--- config.mk ---
export PLATFORM = sky130hd
export DESIGN_NAME = dfrm_register_map
export DESIGN_NICKNAME = d
export VERILOG_FILES = /design/src/core/dfrm_pkg.sv /design/src/core/dfrm_register_map.sv
export SDC_FILE = /design/constraint.sdc
export NUM_CORES = 1
export LEC_CHECK = 0
export BUFFER_PORTS_ARGS = -buffer_cell sky130_fd_sc_hd__buf_2
export CORE_AREA = 2 2 162 164
export CTS_CLUSTER_DIAMETER = 30
export DETAILED_ROUTE_END_ITERATION = 10
export DIE_AREA = 0 0 164 166
export GPL_TIMING_DRIVEN = 1
export PLACE_DENSITY_LB_ADDON = 0.3
export SKIP_LAST_GASP = 1
export SYNTH_ARGS = -nofsm -noshare
export SYNTH_HDL_FRONTEND = slang
export SYNTH_SLANG_ARGS = --single-unit
--- constraint.sdc ---
create_clock -name ref_clk -period 1.22 [get_ports ref_clk]
set_clock_uncertainty 0.1 [all_clocks]
set_input_delay 0.122 -clock ref_clk [delete_from_list [all_inputs] [get_ports ref_clk]]
set_output_delay 0.122 -clock ref_clk [all_outputs]
set_load 0.1 [all_outputs]
--- src/core/dfrm_pkg.sv ---
package dfrm_pkg;

    // ============================================================
    // Register numbers, 1-based as the master lists them
    // ============================================================
    localparam logic [15:0] REG_COMMAND_CONTROL_WORD = 16'h0001;
    localparam logic [15:0] REG_SPEED_SETPOINT       = 16'h0002;
    localparam logic [15:0] REG_SPARE_REGISTER       = 16'h0003;
    localparam logic [15:0] REG_RAMP_TIME_SETTING    = 16'h0004;
    localparam logic [15:0] REG_FAULT_AND_STATUS     = 16'h0006;
    localparam logic [15:0] REG_OUTPUT_FREQUENCY     = 16'h0007;
    localparam logic [15:0] REG_OUTPUT_CURRENT       = 16'h0008;
    localparam logic [15:0] REG_OUTPUT_TORQUE        = 16'h0009;
    localparam logic [15:0] REG_OUTPUT_POWER         = 16'h000A;
    localparam logic [15:0] REG_DIGITAL_INPUT_MAP    = 16'h000B;
    localparam logic [15:0] REG_ANALOG_ONE_LEVEL     = 16'h0014;
    localparam logic [15:0] REG_ANALOG_TWO_LEVEL     = 16'h0015;
    localparam logic [15:0] REG_INTERNAL_SETPOINT    = 16'h0016;
    localparam logic [15:0] REG_DC_BUS_VOLTAGE       = 16'h0017;
    localparam logic [15:0] REG_HEATSINK_TEMPERATURE = 16'h0018;
    localparam logic [15:0] REG_CLEARABLE_KWH        = 16'h001E;
    localparam logic [15:0] REG_CLEARABLE_MWH        = 16'h001F;
    localparam logic [15:0] REG_LIFETIME_KWH         = 16'h0020;
    localparam logic [15:0] REG_LIFETIME_MWH         = 16'h0021;
    localparam logic [15:0] REG_RUN_TIME_HOURS       = 16'h0022;
    localparam logic [15:0] REG_RUN_TIME_MIN_SEC     = 16'h0023;

    // ============================================================
    // Function codes and exception codes
    // ============================================================
    localparam logic [7:0] FC_READ_HOLDING    = 8'h03;
    localparam logic [7:0] FC_WRITE_SINGLE    = 8'h06;
    localparam logic [7:0] FC_WRITE_MULTIPLE  = 8'h10;
    localparam logic [7:0] EXC_NONE           = 8'h00;
    localparam logic [7:0] EXC_ILLEGAL_FUNC   = 8'h01;
    localparam logic [7:0] EXC_ILLEGAL_ADDR   = 8'h02;
    localparam logic [7:0] EXC_ILLEGAL_VALUE  = 8'h03;

    // ============================================================
    // Fields, settings and reset values
    // ============================================================
    localparam int          BIT_RUN            = 0;
    localparam int          BIT_FAST_STOP      = 1;
    localparam int          BIT_FAULT_RESET    = 2;
    localparam int          BIT_COAST_STOP     = 3;
    localparam logic [7:0]  CMD_SRC_FIELDBUS   = 8'h04;
    localparam logic [7:0]  RAMP_FROM_BUS      = 8'h01;
    localparam logic [15:0] RAMP_TIME_MAX      = 16'hEA60;
    localparam logic [15:0] CONTROL_WORD_RESET = 16'h0000;
    localparam logic [15:0] SETPOINT_RESET     = 16'h0000;
    localparam logic [15:0] RAMP_TIME_RESET    = 16'h0000;
    localparam logic [15:0] SPARE_RESET        = 16'h0000;

    // ============================================================
    // Carriers
    // ============================================================
    typedef struct packed {
        logic [7:0]  funcCode;
        logic [15:0] regNum;
        logic [15:0] wrData;
    } dfrm_req_t;

    typedef struct packed {
        logic [7:0]  exception;
        logic [15:0] rdData;
    } dfrm_rsp_t;

    typedef struct packed {
        logic loadAlarm;
        logic driveReady;
        logic standby;
        logic serviceDue;
        logic inhibit;
        logic handMode;
        logic tripped;
        logic running;
    } dfrm_status_t;

    typedef struct packed {
        dfrm_status_t status;
        logic [7:0]   faultCode;
        logic [15:0]  outputFrequency;
        logic [15:0]  outputCurrent;
        logic [15:0]  outputTorque;
        logic [15:0]  outputPower;
        logic [15:0]  digitalInputMap;
        logic [15:0]  analogOneLevel;
        logic [15:0]  analogTwoLevel;
        logic [15:0]  internalSetpoint;
        logic [15:0]  dcBusVoltage;
        logic [15:0]  heatsinkTemperature;
        logic [15:0]  clearableKwh;
        logic [15:0]  clearableMwh;
        logic [15:0]  lifetimeKwh;
        logic [15:0]  lifetimeMwh;
        logic [15:0]  runTimeHours;
        logic [15:0]  runTimeMinSec;
    } dfrm_monitor_t;

    typedef struct packed {
        logic        runEnable;
        logic        fastStop;
        logic        faultReset;
        logic        coastStop;
        logic [15:0] speedSetpoint;
        logic        useBusRamp;
        logic [15:0] accelTime;
        logic [15:0] decelTime;
    } dfrm_cmd_t;

endpackage : dfrm_pkg

--- src/core/dfrm_register_map.sv ---
// Contract
// [RULE_01] Serial fieldbus selected opens the whole map
// [RULE_02] Control acts only with source 4, no option
// [RULE_03] Bus ramp applies only when ramp setting 1
// [RULE_04] Monitoring registers readable under any command source
// [RULE_05] Control bit 0 runs, clear stops
// [RULE_06] Control bit 1 stops on second decel ramp
// [RULE_07] Control bit 2 clears active faults
// [RULE_08] Master clears bit 2 after fault clears
// [RULE_09] Control bit 3 requests coast stop
// [RULE_10] Setpoint unsigned in 0.1 Hz steps
// [RULE_11] Ramp time 0 to 60000, both ramps
// [RULE_12] Status low byte: run, trip, hand
// [RULE_13] Status bits 3-7: inhibit to load alarm
// [RULE_14] Status high byte holds fault number when tripped
// [RULE_15] Register 7 gives output frequency
// [RULE_16] Register 8 gives output current
// [RULE_17] Register 9 gives output torque
// [RULE_18] Register 10 gives output power
// [RULE_19] Register 11 maps digital inputs bitwise
// [RULE_20] Registers 20, 21 give analog levels
// [RULE_21] Registers 30-33 give energy totals
// [RULE_22] Registers 34, 35 give running time
// [RULE_23] Function 03 reads, 06 writes single
// [RULE_24] Function 16 only for registers 1-4
// [RULE_25] Zero-based masters subtract one from numbers
// [RULE_26] Unmapped register answers illegal data address
`timescale 1ns/1ns

module dfrm_register_map
(
    input  wire logic                   ref_clk,
    input  wire logic                   rst_n,
    input  wire logic                   reqValid,
    input  wire dfrm_pkg::dfrm_req_t    req,
    output logic                        rspValid,
    output dfrm_pkg::dfrm_rsp_t         rsp,
    input  wire logic                   fieldbusIsModbus,
    input  wire logic [7:0]             commandSourceSelect,
    input  wire logic                   optionModulePresent,
    input  wire logic [7:0]             fieldbusRampEnable,
    input  wire dfrm_pkg::dfrm_monitor_t monitor,
    output dfrm_pkg::dfrm_cmd_t         cmd
);
    import dfrm_pkg::*;

    // ============================================================
    // Stored command registers
    // ============================================================
    logic [15:0] commandControlWord;
    logic [15:0] speedSetpoint;
    logic [15:0] rampTimeSetting;

    logic        controlActive;
    logic        rampActive;
    logic        isRead;
    logic        isWrite;
    logic        writeOk;
    logic [7:0]  next_exception;
    logic [15:0] next_rdData;
    logic        regMapped;
    logic        regWritable;

    assign controlActive = (commandSourceSelect == CMD_SRC_FIELDBUS)
                           && !optionModulePresent; // RULE_02
    assign rampActive    = (fieldbusRampEnable == RAMP_FROM_BUS); // RULE_03

    assign isRead  = (req.funcCode == FC_READ_HOLDING); // RULE_23
    assign isWrite = (req.funcCode == FC_WRITE_SINGLE)
                     || (req.funcCode == FC_WRITE_MULTIPLE); // RULE_23

    // ============================================================
    // Address decode and read mux
    // ============================================================
    always_comb
    begin
        regMapped   = 1'b1;
        regWritable = 1'b0;
        next_rdData = 16'h0000;
        case (req.regNum)
            REG_COMMAND_CONTROL_WORD:
            begin
                regWritable = 1'b1;
                next_rdData = commandControlWord;
            end
            REG_SPEED_SETPOINT:
            begin
                regWritable = 1'b1;
                next_rdData = speedSetpoint; // RULE_10
            end
            REG_SPARE_REGISTER:
            begin
                // No function behind it, so it reads as zero
                regWritable = 1'b1;
            end
            REG_RAMP_TIME_SETTING:
            begin
                regWritable = 1'b1;
                next_rdData = rampTimeSetting;
            end
            REG_FAULT_AND_STATUS:
            begin
                next_rdData[7:0]  = monitor.status; // RULE_12 RULE_13
                next_rdData[15:8] = monitor.status.tripped ? monitor.faultCode
                                                          : 8'h00; // RULE_14
            end
            REG_OUTPUT_FREQUENCY:     next_rdData = monitor.outputFrequency; // RULE_15
            REG_OUTPUT_CURRENT:       next_rdData = monitor.outputCurrent; // RULE_16
            REG_OUTPUT_TORQUE:        next_rdData = monitor.outputTorque; // RULE_17
            REG_OUTPUT_POWER:         next_rdData = monitor.outputPower; // RULE_18
            REG_DIGITAL_INPUT_MAP:    next_rdData = monitor.digitalInputMap; // RULE_19
            REG_ANALOG_ONE_LEVEL:     next_rdData = monitor.analogOneLevel; // RULE_20
            REG_ANALOG_TWO_LEVEL:     next_rdData = monitor.analogTwoLevel; // RULE_20
            REG_INTERNAL_SETPOINT:    next_rdData = monitor.internalSetpoint;
            REG_DC_BUS_VOLTAGE:       next_rdData = monitor.dcBusVoltage;
            REG_HEATSINK_TEMPERATURE: next_rdData = monitor.heatsinkTemperature;
            REG_CLEARABLE_KWH:        next_rdData = monitor.clearableKwh; // RULE_21
            REG_CLEARABLE_MWH:        next_rdData = monitor.clearableMwh; // RULE_21
            REG_LIFETIME_KWH:         next_rdData = monitor.lifetimeKwh; // RULE_21
            REG_LIFETIME_MWH:         next_rdData = monitor.lifetimeMwh; // RULE_21
            REG_RUN_TIME_HOURS:       next_rdData = monitor.runTimeHours; // RULE_22
            REG_RUN_TIME_MIN_SEC:     next_rdData = monitor.runTimeMinSec; // RULE_22
            default:
            begin
                regMapped = 1'b0; // RULE_26
            end
        endcase
    end

    // ============================================================
    // Exception decision
    // ============================================================
    // Reads never look at the command source, so monitoring stays visible
    always_comb
    begin
        next_exception = EXC_NONE;
        if (!fieldbusIsModbus)
        begin
            next_exception = EXC_ILLEGAL_FUNC; // RULE_01
        end
        else if (!isRead && !isWrite)
        begin
            next_exception = EXC_ILLEGAL_FUNC; // RULE_23
        end
        else if (!regMapped)
        begin
            next_exception = EXC_ILLEGAL_ADDR; // RULE_26
        end
        else if (isWrite && !regWritable)
        begin
            // Monitoring words are read-only; function 16 lands here for mapped registers above 4
            next_exception = EXC_ILLEGAL_ADDR; // RULE_24
        end
        else if (isWrite && (req.regNum == REG_RAMP_TIME_SETTING)
                 && (req.wrData > RAMP_TIME_MAX))
        begin
            next_exception = EXC_ILLEGAL_VALUE; // RULE_11
        end
        else
        begin
            next_exception = EXC_NONE; // RULE_04
        end
    end

    assign writeOk = reqValid && isWrite && (next_exception == EXC_NONE);

    // ============================================================
    // Register writes
    // ============================================================
    // Writes are stored whatever the source; gating is on the outputs
    always_ff @(posedge ref_clk or negedge rst_n)
    begin
        if (!rst_n)
        begin
            commandControlWord <= CONTROL_WORD_RESET;
            speedSetpoint      <= SETPOINT_RESET;
            rampTimeSetting    <= RAMP_TIME_RESET;
        end
        else if (writeOk)
        begin
            case (req.regNum)
                REG_COMMAND_CONTROL_WORD: commandControlWord <= req.wrData;
                REG_SPEED_SETPOINT:       speedSetpoint      <= req.wrData; // RULE_10
                REG_RAMP_TIME_SETTING:    rampTimeSetting    <= req.wrData; // RULE_11
                // Register 3 has no function: the write is taken and dropped
                default:                  rampTimeSetting    <= rampTimeSetting;
            endcase
        end
    end

    // ============================================================
    // Response
    // ============================================================
    always_ff @(posedge ref_clk or negedge rst_n)
    begin
        if (!rst_n)
        begin
            rspValid <= 1'b0;
            rsp      <= '0;
        end
        else
        begin
            rspValid <= reqValid;
            if (reqValid)
            begin
                rsp.exception <= next_exception;
                rsp.rdData    <= (isRead && next_exception == EXC_NONE) ? next_rdData
                                                                        : 16'h0000;
            end
        end
    end

    // ============================================================
    // Drive command outputs
    // ============================================================
    // Stops override run so a stale run bit cannot fight a stop request
    always_ff @(posedge ref_clk or negedge rst_n)
    begin
        if (!rst_n)
        begin
            cmd <= '0;
        end
        else
        begin
            cmd.runEnable     <= controlActive && commandControlWord[BIT_RUN]
                                 && !commandControlWord[BIT_FAST_STOP]
                                 && !commandControlWord[BIT_COAST_STOP]; // RULE_05 RULE_02
            cmd.fastStop      <= controlActive
                                 && commandControlWord[BIT_FAST_STOP]; // RULE_06
            // Level held until the master writes the bit back to zero
            cmd.faultReset    <= controlActive
                                 && commandControlWord[BIT_FAULT_RESET]; // RULE_07 RULE_08
            cmd.coastStop     <= controlActive
                                 && commandControlWord[BIT_COAST_STOP]; // RULE_09
            cmd.speedSetpoint <= controlActive ? speedSetpoint : 16'h0000; // RULE_02 RULE_10
            cmd.useBusRamp    <= rampActive; // RULE_03
            cmd.accelTime     <= rampActive ? rampTimeSetting : 16'h0000; // RULE_11
            cmd.decelTime     <= rampActive ? rampTimeSetting : 16'h0000; // RULE_11
        end
    end

    // ============================================================
    // Checks
    // ============================================================
    rsp_timing_a : assert property ( // RULE_23
        @(posedge ref_clk) disable iff (!rst_n)
        reqValid |=> rspValid)
        else $error("Response did not follow request");

    bus_select_a : assert property ( // RULE_01
        @(posedge ref_clk) disable iff (!rst_n)
        (reqValid && !fieldbusIsModbus) |=> (rsp.exception == EXC_ILLEGAL_FUNC))
        else $error("Access allowed without serial fieldbus");

    unmapped_addr_a : assert property ( // RULE_26
        @(posedge ref_clk) disable iff (!rst_n)
        (reqValid && fieldbusIsModbus && isRead && req.regNum == 16'h0005)
        |=> (rsp.exception == EXC_ILLEGAL_ADDR))
        else $error("Unmapped register not refused");

    multi_write_a : assert property ( // RULE_24
        @(posedge ref_clk) disable iff (!rst_n)
        (reqValid && fieldbusIsModbus && req.funcCode == FC_WRITE_MULTIPLE
         && req.regNum > REG_RAMP_TIME_SETTING)
        |=> (rsp.exception != EXC_NONE))
        else $error("Multiple write accepted above register 4");

    ramp_range_a : assert property ( // RULE_11
        @(posedge ref_clk) disable iff (!rst_n)
        (writeOk && req.regNum == REG_RAMP_TIME_SETTING) ##1 rampActive
        |=> (cmd.accelTime == $past(req.wrData, 2)) && (cmd.decelTime == cmd.accelTime))
        else $error("Ramp time not applied to both ramps");

    ramp_gate_a : assert property ( // RULE_03
        @(posedge ref_clk) disable iff (!rst_n)
        !rampActive |=> (!cmd.useBusRamp && cmd.accelTime == 16'h0000))
        else $error("Bus ramp applied while disabled");

    control_gate_a : assert property ( // RULE_02
        @(posedge ref_clk) disable iff (!rst_n)
        !controlActive |=> (!cmd.runEnable && !cmd.faultReset
                            && cmd.speedSetpoint == 16'h0000))
        else $error("Control acted without fieldbus source");

    run_bit_a : assert property ( // RULE_05
        @(posedge ref_clk) disable iff (!rst_n)
        (writeOk && req.regNum == REG_COMMAND_CONTROL_WORD && req.wrData[3:0] == 4'h1)
        ##1 controlActive |=> cmd.runEnable)
        else $error("Run bit did not enable the drive");

    fault_reset_a : assert property ( // RULE_07
        @(posedge ref_clk) disable iff (!rst_n)
        (controlActive && commandControlWord[BIT_FAULT_RESET]) |=> cmd.faultReset)
        else $error("Fault reset not issued");

    status_read_a : assert property ( // RULE_14
        @(posedge ref_clk) disable iff (!rst_n)
        (reqValid && fieldbusIsModbus && isRead && req.regNum == REG_FAULT_AND_STATUS)
        |=> (rsp.rdData[7:0] == $past(monitor.status))
            && (rsp.rdData[15:8] == ($past(monitor.status.tripped) ? $past(monitor.faultCode)
                                                                   : 8'h00)))
        else $error("Status word read wrong");

    monitor_read_a : assert property ( // RULE_15
        @(posedge ref_clk) disable iff (!rst_n)
        (reqValid && fieldbusIsModbus && isRead && req.regNum == REG_OUTPUT_FREQUENCY)
        |=> (rsp.exception == EXC_NONE && rsp.rdData == $past(monitor.outputFrequency)))
        else $error("Output frequency read wrong");

    stop_override_a : assert property ( // RULE_09
        @(posedge ref_clk) disable iff (!rst_n)
        (controlActive && commandControlWord[BIT_COAST_STOP])
        |=> (cmd.coastStop && !cmd.runEnable))
        else $error("Coast stop did not override run");

    speed_apply_a : assert property ( // RULE_10
        @(posedge ref_clk) disable iff (!rst_n)
        controlActive |=> (cmd.speedSetpoint == $past(speedSetpoint)))
        else $error("Setpoint not passed to the drive");

endmodule : dfrm_register_map

==> metrics.csv <==
stage,metric,value,unit
flow_run,max-cap viol count,0,
pwr,Lkg Pwr,6.27,nW
critical_path,CP dominant cell by count,buf_6,
yosys,Synth async-reset ratio,100,%
sta,final hold violation count,0,
yosys,"Avg Cell Area, Syn",10.2,um2
drt,1st-iter DRT viols,737,
yosys,Mapped Area,6610,um2
placement,dpl cells,1489,
drt,post-route ant nets,0,
global_routing,largest net degree at the start of global routing,53,
global_routing,total grt overflow,0,
sta,Setup-failing EPs final,105,
clock_network,CTS HTree Levels,3,
sta,fmax,0.453,GHz
floorplanning,Initial Utilization,25.8,%
final_layout,layout cell share with drive strength beyond 1,63.3,%
yosys,Post-Syn Instances,645,
drt,via count,8391,
global_routing,first-pass GRT wire length,54.6,mm
run_status,failing checks,setup timing,
yosys,largest area contributor in the netlist,dfrtp_1,
yosys,Post-synth EDFFs,0,
final_layout,Final Non-Filler Cells,1565,
pwr,Peak VDD IR,0.521,mV
critical_path,crit end category,flip-flop,
yosys,"count leader, synth",dfrtp_1,
global_routing,initial antenna violation count,4,
drt,Routed WL per cell,25.2,um
yosys,synth unique cells,58,
final_layout,Layout area overhead,96.2,%
drt,WL final,39.4,mm
floorplanning,DIE AREA,27200,um2
sta,max-slew violation count,0,
placement,RePlAce Congestion,0.916,
critical_path,critical path's slowest cell,or4_4,
final_layout,fin nets,1554,
final_layout,Final Core Density,50.6,%
floorplanning,I/O pin count,411,
yosys,yosys warns,0,
critical_path,startpoint types,input pin,
floorplanning,core area,25600,um2
critical_path,"Arr. time, crit path",2.34,ns
sta,Final Cycle Share,181,%
critical_path,CP cell instances,"buf_6, or4_4, o311a_1, o211a_1, nor4b_4, buf_6, clkbuf_16, mux2_4",
drt,drt first pass iters,6,
clock_network,cts bufs inserted,9,
yosys,synthesis-stage register bit count,104,
run_status,status,finished with violations,
critical_path,WP data required,1.35,ns
placement,dpl cell area,11500,um2
placement,port bufs,404,
placement,Post-Place Setup Slack,-1.39,ns
clock_network,worst-case clock buffer depth,2,
clock_network,"Clk pin slew, worst setup/hold paths",0.07,ns
clock_network,worst-skew pair later-pin latency,0.36,ns
yosys,commonest cells in the synthesized netlist,"dfrtp_1, a22oi_1, mux2_2, nand2_1, and2_1",
global_routing,vias in the first global route,8410,
critical_path,"Max FO, Critical Path",8,
critical_path,"slowest stage delay, CP",0.58,ns
yosys,share of the synthesized area in the top cell type,39.4,%
sta,RSZ-0062 raised after global routing,yes,
clock_network,Sink Count,104,
sta,minimum clock period,2.21,ns
placement,Final HPWL DP,30.1,mm
hold_path,Worst Hold Class,in -> reg,
drt,drc violations,0,
yosys,top_reg_cell synth,dfrtp_1,
yosys,"top cells by area, synth","dfrtp_1, mux2_2, a22oi_1",
yosys,sequential-to-total area share from yosys stat,39.4,%
clock_network,CTS tree,yes,
final_layout,"Design Area, Final",13000,um2
clock_network,clock root buffer,clkbuf_16,
floorplanning,die height,166,um
floorplanning,row cnt,59,
pwr,pwr dens,600,nW/um2
drt,Vias per Instance,5.36,
floorplanning,die extent in x,164,um
global_routing,Total GRT Usage,27.7,%
critical_path,critical path class,in -> reg,
sta,setup ws final,-0.987,ns
-- per-stage QoR --
stage	TNS (ns)	power (mW)	hold WS, ns
after floorplan	-64.07	3.87	-0.274
after global placement	-82.32	4.78	-0.166
after detailed placement	-85.79	4.79	-0.165
after CTS	-51.15	7.78	0.00788
after global routing	-55.43	8.06	0.0149
final	-53.22	7.78	0.0127
-- cell type report --
type	count	area, um2
sequential	104	2660
timing repair buffer	629	5530
antenna	4	10.0
fill	2307	12600
tap	335	419
clock buffer	11	243
multi-input combinational	468	4030
inverter	9	33.8
clock inverter	5	46.3
-- path summary, 6_finish.rpt --
kind,depth (start not counted),from,to,slack [ns]
hold / removal,3,req[3],rampTimeSetting[3],0.01
max in group asynchronous,3,rst_n,cmd[5],0.27
setup reg to reg,6,speedSetpoint[9],rsp[9],-0.36
setup / recovery,8,req[2],rampTimeSetting[9],-0.99
min in group asynchronous,3,rst_n,cmd[44],0.22
hold reg to reg,2,commandControlWord[12],commandControlWord[12],0.40
-- sequential cells by signal, indices dropped and copies added (netlist names) --
signal              count
rsp                    18
speedSetpoint          16
cmd                    37
rspValid                1
commandControlWord     16
rampTimeSetting        16
-- power by group --
part	total [mW]	internal (mW)	switching (mW)
combinational	1.41	0.697	0.712
clock	2.92	1.48	1.44
sequential	3.45	3.45	0.00190
total	7.78	5.62	2.16
-- kinds of logic after synthesis --
kind of cell	synth area share (%)
xor gates and xnor gates	0.265
DFF	39.4
muxes	10.4
other	0.0567
and+or+nand+nor	20.6
AOI/OAI and AO/OA	22.9
buffers and inverters	6.42
-- routing by layer --
metal  GRT usage (%)  routed length, um
met1            38.3              16700
met2            42.9              18000
met3            5.79               3440
met4            9.69               1280
met5               0                  0
-- cell usage in the layout (no fill, tap or decap), drive strengths merged, types with 4 or more instances in the layout --
cell type    synthesis  final
a32oi               12     12
and2                36     36
diode                0      4
inv                  8     11
dfrtp              104    104
clkbuf              24     12
dlygate4sd3          0      9
nand3               22     22
a221oi              17     17
buf                 45    619
conb                 1      6
nor2b                7      7
a22o                26     26
nor2                16     16
nor3                 9      9
or4b                 6      6
and3                17     17
nand2               45     45
mux2                60     60
a22oi               79     79
nand4                6      6
a31oi                4      4
a21oi               13     13
nor4                24     24
a222oi              17     17
or4                  7      7
-- worst max-delay path, delay by kind of cell --
| kind | cells | cell delay, ns |
|---|---|---|
| simple gates | 2 | 0.88 |
| compound gates | 2 | 0.58 |
| mux | 1 | 0.30 |
| buf+inv | 3 | 0.45 |
-- timing repair --
action,in CTS,in global routing
resized for setup,84,50
gates cloned,6,2
hold endpoints to repair,115,0
hold buffers,9,0
buffers inserted,25,18
endpoints found under the setup margin,105,119
pin swaps,27,38
Note: power is estimated with default switching activity, not from simulation.
